==> config.mk <==
export PLATFORM = sky130hd
export DESIGN_NAME = pm_function_config_header
export DESIGN_NICKNAME = d
export VERILOG_FILES = /design/src/rtl/pm_function_config_header.v
export VERILOG_INCLUDE_DIRS = /design/src /design/src/rtl
export SDC_FILE = /design/constraint.sdc
export NUM_CORES = 1
export LEC_CHECK = 0
export BUFFER_PORTS_ARGS = -buffer_cell sky130_fd_sc_hd__clkbuf_2
export CAP_MARGIN = 20
export CORE_ASPECT_RATIO = 1.75
export CORE_UTILIZATION = 51
export DETAILED_ROUTE_END_ITERATION = 16
export GPL_ROUTABILITY_DRIVEN = 0
export GPL_TIMING_DRIVEN = 0
export PLACE_DENSITY = 0.86
export SETUP_SLACK_MARGIN = 0.02
export SYNTH_ARGS = -nofsm -noshare
export SYNTH_HDL_FRONTEND = slang
export SYNTH_SLANG_ARGS = --single-unit
==> constraint.sdc <==
create_clock -name i_clk -period 1.6 [get_ports i_clk]
set_clock_uncertainty 0.2 [all_clocks]
set_input_delay 0.4 -clock i_clk [delete_from_list [all_inputs] [get_ports i_clk]]
set_output_delay 0.4 -clock i_clk [all_outputs]
set_load 0.005 [all_outputs]
==> src/rtl/pm_cfg_consts.vh <==
/*
 Constants for the power management function configuration header:
 register offsets, field positions, reset values and fixed read values.
 Assumes inclusion by bare name from rtl/pm_function_config_header.v.
*/
`ifndef PM_CFG_CONSTS_VH
`define PM_CFG_CONSTS_VH

`define OFF_MAKER_ID     8'h00
`define OFF_PART_ID      8'h02
`define OFF_COMMAND      8'h04
`define OFF_STATUS       8'h06
`define OFF_REVISION     8'h08
`define OFF_PROG_IF      8'h09
`define OFF_SUB_CLASS    8'h0a
`define OFF_BASE_CLASS   8'h0b
`define OFF_LATENCY      8'h0d
`define OFF_HEADER_TYPE  8'h0e
`define OFF_IO_BASE      8'h20
`define OFF_PIN_SELECT   8'h40
`define OFF_GEN_SETUP    8'h41
`define OFF_PROG_IF_OVR  8'h61
`define OFF_SUB_OVR      8'h62
`define OFF_BASE_OVR     8'h63
`define OFF_MAKER_ID_HI  8'h01
`define OFF_PART_ID_HI   8'h03
`define OFF_COMMAND_HI   8'h05
`define OFF_STATUS_HI    8'h07
`define OFF_IO_BASE_HI   8'h21
`define OFF_IO_BASE_B2   8'h22
`define OFF_IO_BASE_B3   8'h23

`define RST_PROG_IF      8'h00
`define RST_SUB_CLASS    8'h00
`define RST_BASE_CLASS   8'h0c
`define RST_LATENCY      8'h16
`define RST_IO_BASE_HI   8'h00
`define RST_PIN_SELECT   8'hc0
`define RST_GEN_SETUP    8'h00
`define RST_IO_SPACE     1'b0
`define RST_RDATA        8'h00
`define VAL_ZERO         8'h00

`define VAL_HEADER_TYPE  8'h00
`define VAL_IO_BASE_LO   8'h01
`define VAL_STATUS_LO    8'h80
`define VAL_STATUS_HI    8'h02
`define MASK_PIN_SELECT  8'hc0
`define MASK_GEN_SETUP   8'hce
`define CMD_IO_SPACE_BIT 0

`define PIN_LINE_FOUR    7
`define PIN_LINE_THREE   6
`define GEN_DEBOUNCE     7
`define GEN_TMR_RESET    6
`define GEN_TMR_WIDTH    3
`define GEN_FRAME_RESUME 2
`define GEN_THROTTLE     1

`endif

==> src/rtl/pm_function_config_header.v <==
/*
 Configuration header and power management setup bytes of the power
 management function, reached over byte-wide configuration accesses.
 Assumes a host bridge front end that presents one byte per access as a
 single-cycle strobe on i_clk, and an I/O cycle decoder that supplies the
 I/O address bits 15..8 from logic on the same clock.
*/
`timescale 1ns/1ps
`include "pm_cfg_consts.vh"

module pm_function_config_header #(
  parameter [15:0] MAKER_ID = 16'h1234, // Arbitrary value
  parameter [15:0] PART_ID  = 16'h5678, // Arbitrary value
  parameter [7:0]  REVISION = 8'h00     // Arbitrary value
) (
  input  wire       i_clk,
  input  wire       i_rst_n,
  input  wire       i_cfg_rd,
  input  wire       i_cfg_wr,
  input  wire [7:0] i_cfg_addr,
  input  wire [7:0] i_cfg_wdata,
  output reg  [7:0] o_cfg_rdata,
  input  wire [7:0] i_io_addr_hi,
  input  wire       i_io_access,
  output wire       o_pm_io_select,
  output wire       o_io_space_enable,
  output wire       o_general_pin_line_four,
  output wire       o_general_pin_line_three,
  output wire       o_button_debounce_enable,
  output wire       o_pm_timer_reset_enable,
  output wire       o_pm_timer_width_select,
  output wire       o_frame_activity_resume_enable,
  output wire       o_throttle_timebase_select
);

  reg       io_space_enable;
  reg [7:0] prog_if;
  reg [7:0] sub_class;
  reg [7:0] base_class;
  reg [7:0] latency;
  reg [7:0] io_base_hi;
  reg [7:0] pin_select;
  reg [7:0] gen_setup;
  reg       next_io_space_enable;
  reg [7:0] next_prog_if;
  reg [7:0] next_sub_class;
  reg [7:0] next_base_class;
  reg [7:0] next_latency;
  reg [7:0] next_io_base_hi;
  reg [7:0] next_pin_select;
  reg [7:0] next_gen_setup;
  reg [7:0] next_rdata;
  reg [7:0] next_cfg_rdata;
  wire      wr_command;
  wire      wr_prog_if;
  wire      wr_sub_class;
  wire      wr_base_class;
  wire      wr_latency;
  wire      wr_io_base;
  wire      wr_pin_select;
  wire      wr_gen_setup;
  wire      base_match;

  // One strobe at one byte offset; every writable byte decodes through this
  function hits;
    input       strobe;
    input [7:0] addr;
    input [7:0] offset;
    begin
      hits = strobe & (addr == offset);
    end
  endfunction

  // Reserved bits never latch, so they read back zero whatever was written
  function [7:0] keep_bits;
    input [7:0] data;
    input [7:0] mask;
    begin
      keep_bits = data & mask;
    end
  endfunction

  // Writes to read-only bytes decode to nothing and are dropped
  assign wr_command    = hits(i_cfg_wr, i_cfg_addr, `OFF_COMMAND);
  assign wr_prog_if    = hits(i_cfg_wr, i_cfg_addr, `OFF_PROG_IF_OVR);
  assign wr_sub_class  = hits(i_cfg_wr, i_cfg_addr, `OFF_SUB_OVR);
  assign wr_base_class = hits(i_cfg_wr, i_cfg_addr, `OFF_BASE_OVR);
  assign wr_latency    = hits(i_cfg_wr, i_cfg_addr, `OFF_LATENCY);
  assign wr_io_base    = hits(i_cfg_wr, i_cfg_addr, `OFF_IO_BASE_HI);
  assign wr_pin_select = hits(i_cfg_wr, i_cfg_addr, `OFF_PIN_SELECT);
  assign wr_gen_setup  = hits(i_cfg_wr, i_cfg_addr, `OFF_GEN_SETUP);

  // Every register loads its next value on each clock; holding is a choice
  // of next value, so no enable sits in the clock path
  always @* begin
    next_io_space_enable = io_space_enable;
    if (wr_command) begin
      next_io_space_enable = i_cfg_wdata[`CMD_IO_SPACE_BIT];
    end
  end

  always @(posedge i_clk or negedge i_rst_n) begin
    if (!i_rst_n) begin
      io_space_enable <= `RST_IO_SPACE;
    end else begin
      io_space_enable <= next_io_space_enable;
    end
  end

  // Overrides are write-only; their value shows only through the class bytes
  always @* begin
    next_prog_if = prog_if;
    if (wr_prog_if) begin
      next_prog_if = i_cfg_wdata;
    end
  end

  always @(posedge i_clk or negedge i_rst_n) begin
    if (!i_rst_n) begin
      prog_if <= `RST_PROG_IF;
    end else begin
      prog_if <= next_prog_if;
    end
  end

  always @* begin
    next_sub_class = sub_class;
    if (wr_sub_class) begin
      next_sub_class = i_cfg_wdata;
    end
  end

  always @(posedge i_clk or negedge i_rst_n) begin
    if (!i_rst_n) begin
      sub_class <= `RST_SUB_CLASS;
    end else begin
      sub_class <= next_sub_class;
    end
  end

  always @* begin
    next_base_class = base_class;
    if (wr_base_class) begin
      next_base_class = i_cfg_wdata;
    end
  end

  always @(posedge i_clk or negedge i_rst_n) begin
    if (!i_rst_n) begin
      base_class <= `RST_BASE_CLASS;
    end else begin
      base_class <= next_base_class;
    end
  end

  always @* begin
    next_latency = latency;
    if (wr_latency) begin
      next_latency = i_cfg_wdata;
    end
  end

  always @(posedge i_clk or negedge i_rst_n) begin
    if (!i_rst_n) begin
      latency <= `RST_LATENCY;
    end else begin
      latency <= next_latency;
    end
  end

  // Only the high byte of the base is live; the block is 256-byte aligned
  always @* begin
    next_io_base_hi = io_base_hi;
    if (wr_io_base) begin
      next_io_base_hi = i_cfg_wdata;
    end
  end

  always @(posedge i_clk or negedge i_rst_n) begin
    if (!i_rst_n) begin
      io_base_hi <= `RST_IO_BASE_HI;
    end else begin
      io_base_hi <= next_io_base_hi;
    end
  end

  always @* begin
    next_pin_select = pin_select;
    if (wr_pin_select) begin
      next_pin_select = keep_bits(i_cfg_wdata, `MASK_PIN_SELECT);
    end
  end

  always @(posedge i_clk or negedge i_rst_n) begin
    if (!i_rst_n) begin
      pin_select <= `RST_PIN_SELECT;
    end else begin
      pin_select <= next_pin_select;
    end
  end

  always @* begin
    next_gen_setup = gen_setup;
    if (wr_gen_setup) begin
      next_gen_setup = keep_bits(i_cfg_wdata, `MASK_GEN_SETUP);
    end
  end

  always @(posedge i_clk or negedge i_rst_n) begin
    if (!i_rst_n) begin
      gen_setup <= `RST_GEN_SETUP;
    end else begin
      gen_setup <= next_gen_setup;
    end
  end

  // Read mux; unmapped bytes and write-only overrides read zero
  always @* begin
    next_rdata = `VAL_ZERO;
    case (i_cfg_addr)
      `OFF_MAKER_ID: begin
        next_rdata = MAKER_ID[7:0];
      end
      `OFF_MAKER_ID_HI: begin
        next_rdata = MAKER_ID[15:8];
      end
      `OFF_PART_ID: begin
        next_rdata = PART_ID[7:0];
      end
      `OFF_PART_ID_HI: begin
        next_rdata = PART_ID[15:8];
      end
      `OFF_COMMAND: begin
        next_rdata = {7'h00, io_space_enable};
      end
      `OFF_COMMAND_HI: begin
        next_rdata = `VAL_ZERO;
      end
      `OFF_STATUS: begin
        next_rdata = `VAL_STATUS_LO;
      end
      `OFF_STATUS_HI: begin
        next_rdata = `VAL_STATUS_HI;
      end
      `OFF_REVISION: begin
        next_rdata = REVISION;
      end
      `OFF_PROG_IF: begin
        next_rdata = prog_if;
      end
      `OFF_SUB_CLASS: begin
        next_rdata = sub_class;
      end
      `OFF_BASE_CLASS: begin
        next_rdata = base_class;
      end
      `OFF_LATENCY: begin
        next_rdata = latency;
      end
      `OFF_HEADER_TYPE: begin
        next_rdata = `VAL_HEADER_TYPE;
      end
      `OFF_IO_BASE: begin
        next_rdata = `VAL_IO_BASE_LO;
      end
      `OFF_IO_BASE_HI: begin
        next_rdata = io_base_hi;
      end
      `OFF_IO_BASE_B2: begin
        next_rdata = `VAL_ZERO;
      end
      `OFF_IO_BASE_B3: begin
        next_rdata = `VAL_ZERO;
      end
      `OFF_PIN_SELECT: begin
        next_rdata = pin_select;
      end
      `OFF_GEN_SETUP: begin
        next_rdata = gen_setup;
      end
      default: begin
        next_rdata = `VAL_ZERO;
      end
    endcase
  end

  // Read data is registered so it stands from one cycle after the strobe
  // until the next read; a write never disturbs it
  always @* begin
    next_cfg_rdata = o_cfg_rdata;
    if (i_cfg_rd) begin
      next_cfg_rdata = next_rdata;
    end
  end

  always @(posedge i_clk or negedge i_rst_n) begin
    if (!i_rst_n) begin
      o_cfg_rdata <= `RST_RDATA;
    end else begin
      o_cfg_rdata <= next_cfg_rdata;
    end
  end

  // Decode is blocked while the I/O space bit is clear
  assign base_match        = (i_io_addr_hi == io_base_hi);
  assign o_pm_io_select    = i_io_access & io_space_enable & base_match;
  assign o_io_space_enable = io_space_enable;

  assign o_general_pin_line_four        = pin_select[`PIN_LINE_FOUR];
  assign o_general_pin_line_three       = pin_select[`PIN_LINE_THREE];
  assign o_button_debounce_enable       = gen_setup[`GEN_DEBOUNCE];
  assign o_pm_timer_reset_enable        = gen_setup[`GEN_TMR_RESET];
  assign o_pm_timer_width_select        = gen_setup[`GEN_TMR_WIDTH];
  assign o_frame_activity_resume_enable = gen_setup[`GEN_FRAME_RESUME];
  assign o_throttle_timebase_select     = gen_setup[`GEN_THROTTLE];

endmodule

# Word level (Yosys, flattened, before mapping)
# Index checks and enable logic that the tools add are counted.
totals:
  register_bits: 56
  inputBits: 29
  out_inout_bits: 17
  wordCells: 39
classes:
  n_eq_ne: 18
  muxes: 1
  bitwise: 10
  reduce_logical: 1
ops:
  columns: ["cell", "count"]
  rows:
  - ["8-bit one-hot mux with 15 select lines", 1]
  - ["8-bit by 7-bit equality test with 1-bit output, second input constant", 5]
  - ["8-bit by 4-bit equality test with 1-bit output, second input constant", 4]
  - ["8-bit by 3-bit equality test with 1-bit output, second input constant", 3]
  - ["8-bit by 2-bit equality test with 1-bit output, second input constant", 2]
  - ["8-bit by 6-bit equality test with 1-bit output, second input constant", 2]
  - ["1-bit AND", 10]
  - ["8-bit by 1-bit equality test with 1-bit output, second input constant", 1]
  - ["8-bit equality test", 1]
  - ["8-bit zero test", 1]

# Longest topological paths before layout
# Gate-level depths: netlist of the first run.
logic_depth:
  ltp_word: 2
  depth_mapped: 7
  ltp_nobuf: 5

# Least setup slack after synthesis of the first run
# OpenSTA, ideal clock, no wires.
synth_timing:
  path_kind: "input-to-reg"
  from: "in i_cfg_addr[0]"
  to: "reg o_cfg_rdata[7]"
  setup_time_ns: 0.138
  t_arrival_ns: 1.567
  required_time_ns: 1.262
  setup_slack_ns: -0.305
  path_stages: 6
  cell_sequence: "buf_2 -> mux2_2 -> a22o_1 -> a22o_1 -> a221oi_1 -> o22ai_1"
synth_via:
  elab_chain_len: 2
  word_cells_on_any_way: 16
  cone_classes: "eq/ne: 14; mux: 1; reduce/logical: 1"
synth_rtl:
  columns: ["element", "line_no", "source"]
  rows:
  - ["from (decl)", "pm_function_config_header.v:20", "input wire [7:0] i_cfg_addr,"]
  - ["8-bit by 7-bit equality test with 1-bit output (tied with other cells)", "pm_function_config_header.v:220", "case (i_cfg_addr)"]
  - ["8-bit one-hot mux with 15 select lines (*)", "pm_function_config_header.v:220", null]
  - ["to (signal assigned)", "pm_function_config_header.v:298", "o_cfg_rdata <= `RST_RDATA;"]
  - ["to (signal assigned)", "pm_function_config_header.v:300", "o_cfg_rdata <= next_cfg_rdata;"]
  - ["to (decl)", "pm_function_config_header.v:22", "output reg [7:0] o_cfg_rdata,"]
# Every way passes the cells marked *; elsewhere a longest branch is shown, timed or not.
# A chain may end at the register's enable or synchronous reset.

# Worst setup path in the final report of the first run
layout_timing:
  from: "reg io_base_hi[4]"
  to: "out o_pm_io_select"
layout_via:
  elab_chain_len: 2
layout_rtl:
  columns: ["element", "line_no", "source"]
  rows:
  - ["from (decl)", "pm_function_config_header.v:41", "reg [7:0] io_base_hi;"]
  - ["from (signal assigned)", "pm_function_config_header.v:181", "io_base_hi <= `RST_IO_BASE_HI;"]
  - ["from (signal assigned)", "pm_function_config_header.v:183", "io_base_hi <= next_io_base_hi;"]
  - ["8-bit equality test", "pm_function_config_header.v:305", "assign base_match = (i_io_addr_hi == io_base_hi);"]
  - ["1-bit AND", "pm_function_config_header.v:306", "assign o_pm_io_select = i_io_access & io_space_enable & base_match;"]
  - ["to (decl)", "pm_function_config_header.v:25", "output wire o_pm_io_select,"]
# Every way passes these cells.

==> metrics, run 1 <==
power density cells=777 nW/um^2; Detailed Route WL=12600 microns; Critical Path Fanout Max=2; Post-Place Cells=between 300 and 400; final hold vios=0; Slew Viols, Final=0; Place WS=-0.641 ns; clk sinks=between 50 and 60; worst-margin pin slew=0.546 ns; VDD IR max=between 0.0006 and 0.0007 V; worst hold path startpoint=i_cfg_wdata[5]; relative slew slack=0.636; Post-Synth XOR/XNOR Area=0.0239; Die Span X=59.3 microns; top cell type's share of synthesized area=0.419; IO Count=46; crit end category=output port; Final min period=roughly 2.2 ns; PnR worst setup slack=-0.571 ns; Setup crit end=o_pm_io_select; Via density=7.06; flop2flop setup slack=-0.14 ns; violated checks=setup timing; root buffer cell=clkbuf_8; reg2reg start=sub_class[7]; nets=361; Required @ worst endpoint=1.00 ns; syn_area_per_cell=~12 sq um; antenna violations before repair=1; leak pwr=1.94 nW; fraction of layout instances using a drive strength above 1=0.658; worst reg2reg path endpoint=o_cfg_rdata[7]; Cell variety after synth=47; largest net degree at the start of global routing=36; area occupied by multi-input gates=1840 sq um; vias in the first global route=2829; Synth area leader=dfrtp_1; worst skew pair latency=approximately 0.34 ns; max-cap viol count=0; Non-Filler Instances=between 400 and 500; Data arrival, critical path=1.57 ns; simple-gate share of the synthesized area=0.138; Mapped Area=2930 sq um; initial DRC count=316; synthesized flop and latch total=56; kind of critical path=reg2out; Max clock buf depth=2; Compound-Gate Fraction of Synth Area=0.118; status=complete, but fails checks; Die ar.=6060 sq um; Util after Layout=0.787; IO buf count=between 40 and 50; Post-synth EDFFs=0; top_reg_cell synth=dfrtp_1; CP startpoint kind=flop; core area=5540 sq um; Synth async-reset ratio=1.00; Die H=around 100 microns; Post-Synthesis Cells=246; f_max=461 MHz; global-route wire length before repair=16300 microns; warning count from the yosys run=0; post-route ant nets=0; Final setup viols=24; detailed placement HPWL=5450 microns; post-synthesis mux area share=0.204; sequential area share after synthesis=0.482; RSZ-0062 raised after global routing=yes; DR vias=about 2900; TritonCTS buffer count=5; Min Hold Slack=0.182 ns; Worst R2R Path Depth=5; Tcrit/Tclk final=1.36; HP Class=in2reg; Rows=36; first-pass detailed-route iteration total=7; Routed WL per cell=30.7 microns; Mapped Nets=275; Synth Area in Adders=0; CTS tree=built; largest family of logic cells by synthesized area=multiplexers; total power=3.38 mW; clk slew on worst S/H paths=0.11 ns; fillers=268; grt ovf=0; Tot GR Track Use=0.385; H-tree levels=2; # DRC=0; Area Overhead vs Synth=48.9%; Seq. cell area=1410 sq um; crit path from=io_base_hi[4]; synth top area cells=dfrtp_1, mux2_2, dfstp_2; Starting Density=0.528
## worst max-delay path, cell delays in order, from the launching register on
cell and delay [ns]:
dfrtp_2 0.47, xnor2_4 0.27, nand4_1 0.17, nor3_2 0.18, buf_2 0.15
## sequential cells by signal (all words and copies together), names as in the netlist
register and count:
o_cfg_rdata 8, sub_class 8, o_io_space_enable 1, prog_if 8
gen_setup 5, pin_select 2, base_class 8, io_base_hi 8
latency 8
## area by class of cell
class	instances	area share
Inverter	9	0.00775
Multi-Input combinational cell	170	0.423
Clock inverter	3	0.0207
Sequential cell	56	0.324
Clock buffer	5	0.0158
Antenna cell	1	0.000574
Tap cell	76	0.0218
Timing Repair Buffer	81	0.160
Buffer	9	0.0270
## layout by cell type (no fill, tap or decap), types with 4 or more instances in the layout
| master | count |
|---|---|
| a22oi_2 | 6 |
| a22o_1 | 4 |
| dfrtp_1 | 48 |
| nand3_1 | 6 |
| nor4b_4 | 4 |
| inv_1 | 9 |
| clkbuf_2 | 34 |
| o21ai_0 | 4 |
| buf_4 | 24 |
| clkbuf_8 | 6 |
| buf_6 | 14 |
| o22ai_2 | 8 |
| xnor2_1 | 6 |
| nor2_1 | 6 |
| buf_8 | 4 |
| dfstp_2 | 7 |
| a22oi_1 | 5 |
| mux2_4 | 14 |
| buf_12 | 8 |
| nand2_1 | 4 |
| mux2_2 | 39 |
## metrics by stage
stage               instance area, sq um  setup TNS (ns)
floorplan                           3030           -8.72
detailed placement                  3350          -26.46
CTS                                 4050          -0.566
global placement                    3330          -34.44
finish                              4360           -2.64
global route                        4360           -3.12
## metal layers
| layer | global-route usage | routed length, microns |
|---|---|---|
| met5 | 0 | 0 |
| met4 | 0.260 | 1240 |
| met3 | 0.134 | 1340 |
| met2 | 0.637 | 5860 |
| met1 | 0.399 | 4140 |
## how the worst min path moves through the flow
| stage | to | slack [ns] | cells past startpoint |
|---|---|---|---|
| 2_1_floorplan | base_class[0] | -0.1 | 0 |
| 3_3_place_gp | base_class[1] | 0.28 | 1 |
| 3_5_place_dp | io_base_hi[5] | 0.22 | 1 |
| 4_1_cts | latency[5] | 0.19 | 2 |
| 5_1_grt | io_base_hi[5] | 0.17 | 2 |
| 6_report | io_base_hi[5] | 0.18 | 2 |
## kinds of logic (layout without fill, tap and decap cells)
kind of cell    Yosys count  count (layout)
mux                      53              53
compound gates           47              47
simple gates             62              62
xor+xnor                  8               8
flops                    56              56
other cells               0               1
buf+inv                  20             107
## cell usage after synthesis, drive strengths merged, types with 5 or more instances
cell	instances
a22oi	11
buf	8
dfrtp	49
dfstp	7
inv	9
mux2	53
nand2	8
nand3	11
nor2	10
nor2b	6
nor3	5
o21ai	7
o22ai	10
xnor2	8
## power breakdown
part / leakage, nW / internal (mW) / switching (mW)
Combinational: 1.12 / 0.269 / 0.302
Clock: 0.0784 / 0.782 / 0.500
Sequential: 0.748 / 1.48 / 0.0520
## what timing repair did
action                                 4_1_cts  5_1_grt
hold buffers                                 1        0
buffers inserted                            27       10
gates cloned                                 1        0
resized for setup                           54       57
pin swaps                                   25       23
endpoints found under the hold margin       19        0
setup endpoints to repair                   59       57
No activity file was read; power rests on OpenSTA's default activity.
==> run 2: changes to the inputs <==
- CORE_MARGIN: unset -> 2
- CORE_UTILIZATION: 51 -> 53
- CTS_BUF_LIST: unset -> sky130_fd_sc_hd__clkbuf_8
- PLACE_DENSITY: 0.86 -> 0.88
==> metrics, run 2 (synthesized netlist as in run 1, its figures left out) <==
vias in the first global route=2693 (-4.8%); TritonCTS buffer count=5 (unchanged); core area=5300 sq um (-4.4%); reg2reg start=sub_class[7]; Non-Filler Instances=405 (-1.2%); HP Class=in2async; kind of critical path=reg2out; crit path from=io_base_hi[0]; Post-Place Cell Area=3340 sq um (about the same); Finished Cell Area=4250 sq um (-2.6%); ant diodes=0 (-1); most frequent cells in the layout=dfrtp_1, mux2_2, clkbuf_2; Tcrit/Tclk final=1.38 (+0.0188); root buffer cell=clkbuf_8; Max clock buf depth=2 (unchanged); CP startpoint kind=flop; global-route wire length before repair=14600 microns (-10%); max-cap viol count=0 (unchanged); Final setup viols=28 (+17%); Setup TNS=-2.44 ns (+0.207 ns); Rows=35 (-2.8%); Via density=6.89 (-2.4%); initial DRC count=308 (-2.5%); PnR worst setup slack=-0.601 ns (-0.0300 ns); worst reg2reg path endpoint=o_cfg_rdata[7]; antenna violations before repair=0 (-1); f_max=454 MHz (-1.4%); IO buf count=41 (unchanged); H-tree levels=2 (unchanged); worst-path cell chain=xnor2_1, nand3_1, nor3_2, buf_2; Final min period=2.20 ns (+0.0300 ns); WP depth=4 (unchanged); fraction of layout instances using a drive strength above 1=0.665 (+0.00699); Critical Path Fanout Max=3 (+1); Die H=102 microns (about the same); RSZ-0062 raised after global routing=yes; post-route ant nets=0 (unchanged); VDD IR max=0.000718 V (+18%); relative slew slack=0.520 (-0.116); clk sinks=56 (unchanged); Worst R2R Path Depth=5 (unchanged); delay-heaviest family, CP=simple AND/OR/NAND/NOR gates; DR vias=2791 (-3.6%); Setup crit end=o_pm_io_select; Die Span X=60.2 microns (+1.5%); worst-margin pin slew=0.720 ns (+0.174 ns); Die ar.=6160 sq um (+1.6%); status=complete, but fails checks; total power=3.01 mW (-11%); Slew Viols, Final=0 (unchanged); largest net degree at the start of global routing=30 (-17%); crit end category=output port; IO Count=46 (unchanged); Data arrival, critical path=1.60 ns (+0.03 ns); critical path's slowest cell=dfrtp_1; Tot GR Track Use=0.338 (-0.0469); clk slew on worst S/H paths=0.11 ns (about the same); Routed WL per cell=29.0 microns (-5.3%); Critical path buffers and inverters=1 (unchanged); most common cell after layout, fill and taps aside=dfrtp_1; worst skew pair latency=0.32 ns (-0.02 ns); detailed placement HPWL=5610 microns (+2.9%); # DRC=0 (unchanged); grt ovf=0 (unchanged); leak pwr=1.90 nW (-2.3%); flop2flop setup slack=-0.20 ns (-0.06 ns); nets=359 (-0.55%); final hold vios=23 (+23); Post-Place Cells=362 (-0.55%); CTS tree=built; Starting Density=0.552 (+0.0241); Util after Layout=0.801 (+0.0146); max incr delay on CP=0.43 ns (-0.04 ns); power density cells=709 nW/um^2 (-8.7%); Required @ worst endpoint=1.00 ns (about the same); Detailed Route WL=11800 microns (-6.5%); Min Hold Slack=-0.0838 ns (-0.266 ns); Area Overhead vs Synth=45.1%; first-pass detailed-route iteration total=5 (-2); Place WS=-0.652 ns (-0.0107 ns); violated checks=hold timing, setup timing
-- run 2: worst reg2reg max path, stage by stage, from the launching register on --
cell	delay [ns]
dfrtp_1	0.39
mux2_4	0.26
a22o_1	0.18
a22o_1	0.19
a221oi_2	0.30
o22ai_1	0.16
-- run 2: layout make-up --
type / count / area, sq um
multi-input combinational: 170 / 1830
sequential: 56 / 1410
fill: 242 / 1050
timing repair buffer: 79 / 647
buffer: 9 / 124
tap: 74 / 92.6
clock buffer: 5 / 68.8
clock inverter: 3 / 38.8
inverter: 9 / 33.8
-- run 2: worst min-delay path by stage --
| stage | start | cells past startpoint | slack, ns | to |
|---|---|---|---|---|
| after CTS | i_rst_n | 1 | -0.06 | sub_class[1] |
| after detailed placement | i_rst_n | 1 | 0.28 | sub_class[1] |
| after global placement | base_class[1] | 1 | 0.29 | base_class[1] |
| final | i_rst_n | 1 | -0.08 | latency[5] |
| after global routing | i_rst_n | 1 | -0.04 | latency[5] |
| after floorplan | i_rst_n | 0 | -0.1 | base_class[0] |
-- run 2: report_power, final --
group	leakage (nW)	internal (mW)	switching [mW]	total [mW]
clock	0.0593	0.459	0.476	0.935
sequential	0.749	1.48	0.0493	1.53
combinational	1.09	0.253	0.294	0.547
total	1.90	2.19	0.819	3.01
-- run 2: repair_timing --
action,CTS,global route
gates resized for setup,48,59
gates cloned,1,0
endpoints found under the setup margin,59,57
hold endpoints to repair,23,23
buffers inserted,22,14
pin swaps,20,25
-- run 2: routing by layer --
| metal | share of wire | vias to the layer above | global-route usage |
|---|---|---|---|
| li1 | - | 1091 | - |
| met1 | 0.33 | 1376 | 0.326 |
| met2 | 0.48 | 238 | 0.548 |
| met3 | 0.093 | 86 | 0.128 |
| met4 | 0.098 | 0 | 0.280 |
| met5 | 0 | - | 0 |
==> run 3: changes to the inputs <==
--- a/config.mk
+++ b/config.mk
@@ -12,5 +12,5 @@
 export CORE_MARGIN = 2
 export CORE_UTILIZATION = 53
-export CTS_BUF_LIST = sky130_fd_sc_hd__clkbuf_8
+export CTS_BUF_LIST = sky130_fd_sc_hd__clkbuf_2
 export DETAILED_ROUTE_END_ITERATION = 16
 export GPL_ROUTABILITY_DRIVEN = 0
--- a/constraint.sdc
+++ b/constraint.sdc
@@ -3,3 +3,3 @@
 set_input_delay 0.4 -clock i_clk [delete_from_list [all_inputs] [get_ports i_clk]]
 set_output_delay 0.4 -clock i_clk [all_outputs]
-set_load 0.005 [all_outputs]
+set_load 0.05 [all_outputs]
==> metrics, run 3 (synthesized netlist as in run 1, its figures left out) <==
met1 wire length=3360 microns (-12%); # DRC=0 (unchanged); VDD IR max=0.000437 V (-39%); Critical Path Fanout Max=2 (-1); reg2reg start=sub_class[3]; Non-Filler Instances=396 (-2.2%); worst skew pair latency=0.46 ns (+0.14 ns); Post-Place Cells=362 (unchanged); WL met3=805 microns (-26%); top sig layer=met4; DR WL met2=5040 microns (-11%); sw power=766 uW (-6.4%); power density cells=654 nW/um^2 (-7.7%); Tcrit/Tclk final=1.54 (+0.164); CP startpoint kind=flop; CTS tree=built; relative slew slack=0.609 (+0.0886); Tot GR Track Use=0.296 (-0.0424); crit end category=output port; f_max=406 MHz (-11%); max-cap viol count=0 (unchanged); sequential power share=0.590 (+0.082); fraction of layout instances using a drive strength above 1=0.571 (-0.0932); worst reg2reg path endpoint=o_cfg_rdata[3]; Detailed Route WL=10000 microns (-15%); Worst R2R Path Depth=5 (unchanged); initial DRC count=319 (+3.6%); worst hold path startpoint=i_cfg_wdata[5]; Die Span X=60.2 microns (unchanged); clk sinks=56 (unchanged); Data arrival, critical path=1.86 ns (+0.26 ns); vias in the first global route=2636 (-2.1%); root buffer cell=clkbuf_2; Max clock buf depth=2 (unchanged); ant diodes=0 (unchanged); Final min period=2.46 ns (+0.263 ns); core area=5300 sq um (unchanged); post-route ant nets=0 (unchanged); antenna violations before repair=0 (unchanged); Die ar.=6160 sq um (unchanged); detailed placement HPWL=5520 microns (-1.5%); Hold EP=prog_if[5]; Die H=102 microns (unchanged); kind of critical path=reg2out; TritonCTS buffer count=5 (unchanged); DR vias=2640 (-5.4%); Rows=35 (unchanged); nets=350 (-2.5%); most common cell after layout, fill and taps aside=mux2_2; Post-Place Cell Area=3370 sq um (+0.71%); PnR worst setup slack=-0.864 ns (-0.263 ns); hold depth=2; Via density=6.67 (-3.3%); global-route wire length before repair=13300 microns (-9.0%); final hold vios=0 (-100%); H-tree levels=2 (unchanged); status=complete, but fails checks; most frequent cells in the layout=mux2_2, dfrtp_1, clkbuf_2; worst-margin pin slew=0.582 ns (-0.138 ns); violated checks=setup timing; IO Count=46 (unchanged); Required @ worst endpoint=1.00 ns (about the same); leak pwr=1.80 nW (-5.0%); RSZ-0062 raised after global routing=yes; Net Sw Frac=0.296 (+0.0236); largest net degree at the start of global routing=39 (+30%); Area Overhead vs Synth=35.4%; Final setup viols=25 (-11%); Routed WL per cell=25.3 microns (-13%); Util after Layout=0.748 (-0.0536); Slew Viols, Final=0 (unchanged); P_int=1.83 mW (-17%); Starting Density=0.552 (unchanged); Finished Cell Area=3960 sq um (-6.7%); first-pass detailed-route iteration total=5 (unchanged); HP Class=in2reg; Setup TNS=-3.28 ns (-0.839 ns); IO buf count=41 (unchanged); clk slew on worst S/H paths=0.28 ns (+0.17 ns); Clk network pwr share=0.212 (-0.099); total power=2.59 mW (-14%); flop2flop setup slack=-0.21 ns (about the same); combinational power share=0.198 (+0.016); grt ovf=0 (unchanged)
==> run 3: cell types whose count changed in the layout (fill, tap and decap cells not counted), moves of 5 or more <==
cell     delta
buf_8      +11
buf_12      -5
buf_6       -9
o22ai_1     +9
o22ai_2     -9
==> run 3: cell type report <==
type | instances | area (sq um)
inverters | 9 | 33.8
plain buffers | 10 | 113
repair buffers | 69 | 633
flip-flops and latches | 56 | 1410
clock buffers | 7 | 35.0
clock inverters | 1 | 3.75
multi-input cells | 170 | 1640
well taps | 74 | 92.6
fillers | 294 | 1340
==> run 3: repair_timing <==
action / CTS / global route
pin swaps: 7 / 13
setup endpoints to repair: 35 / 56
buffers inserted: 18 / 8
hold buffers: 1 / 0
gates resized for setup: 43 / 37
hold endpoints to repair: 15 / 0
==> run 3: per-stage QoR <==
step / worst slack [ns] / hold slack, ns
global placement: -0.638 / 0.286
global route: -1.07 / 0.0218
CTS: -0.666 / 0.0348
detailed placement: -0.659 / 0.181
floorplan: -0.193 / -0.0956
finish: -0.864 / 0.0213
==> run 3: worst max-delay path by stage <==
stage                        from              to  cells after the start
global route        io_base_hi[4]  o_pm_io_select                      4
detailed placement  i_cfg_addr[5]      latency[0]                      4
finish              io_base_hi[4]  o_pm_io_select                      4
CTS                 io_base_hi[4]  o_pm_io_select                      4
floorplan           i_cfg_addr[5]      latency[0]                      3
global placement    i_cfg_addr[5]      latency[7]                      4
==> run 3: critical path, cell delays in order (launching register included) <==
cell	delay [ns]
dfrtp_1	0.49
xnor2_2	0.31
nand4_1	0.24
nor3_4	0.19
buf_8	0.17
==> run 3: power groups by stage <==
stage | Clock, mW | Combinational [mW] | Sequential [mW]
floorplan | 0 | 0.202 | 1.57
global placement | 0 | 0.366 | 1.54
detailed placement | 0 | 0.384 | 1.55
CTS | 0.537 | 0.440 | 1.52
global route | 0.611 | 0.537 | 1.54
finish | 0.549 | 0.513 | 1.53
==> run 3: layer usage <==
| metal | track usage | up-vias |
|---|---|---|
| li1 | - | 1066 |
| met1 | 0.319 | 1287 |
| met2 | 0.516 | 207 |
| met3 | 0.0570 | 80 |
| met4 | 0.174 | 0 |
| met5 | 0 | - |
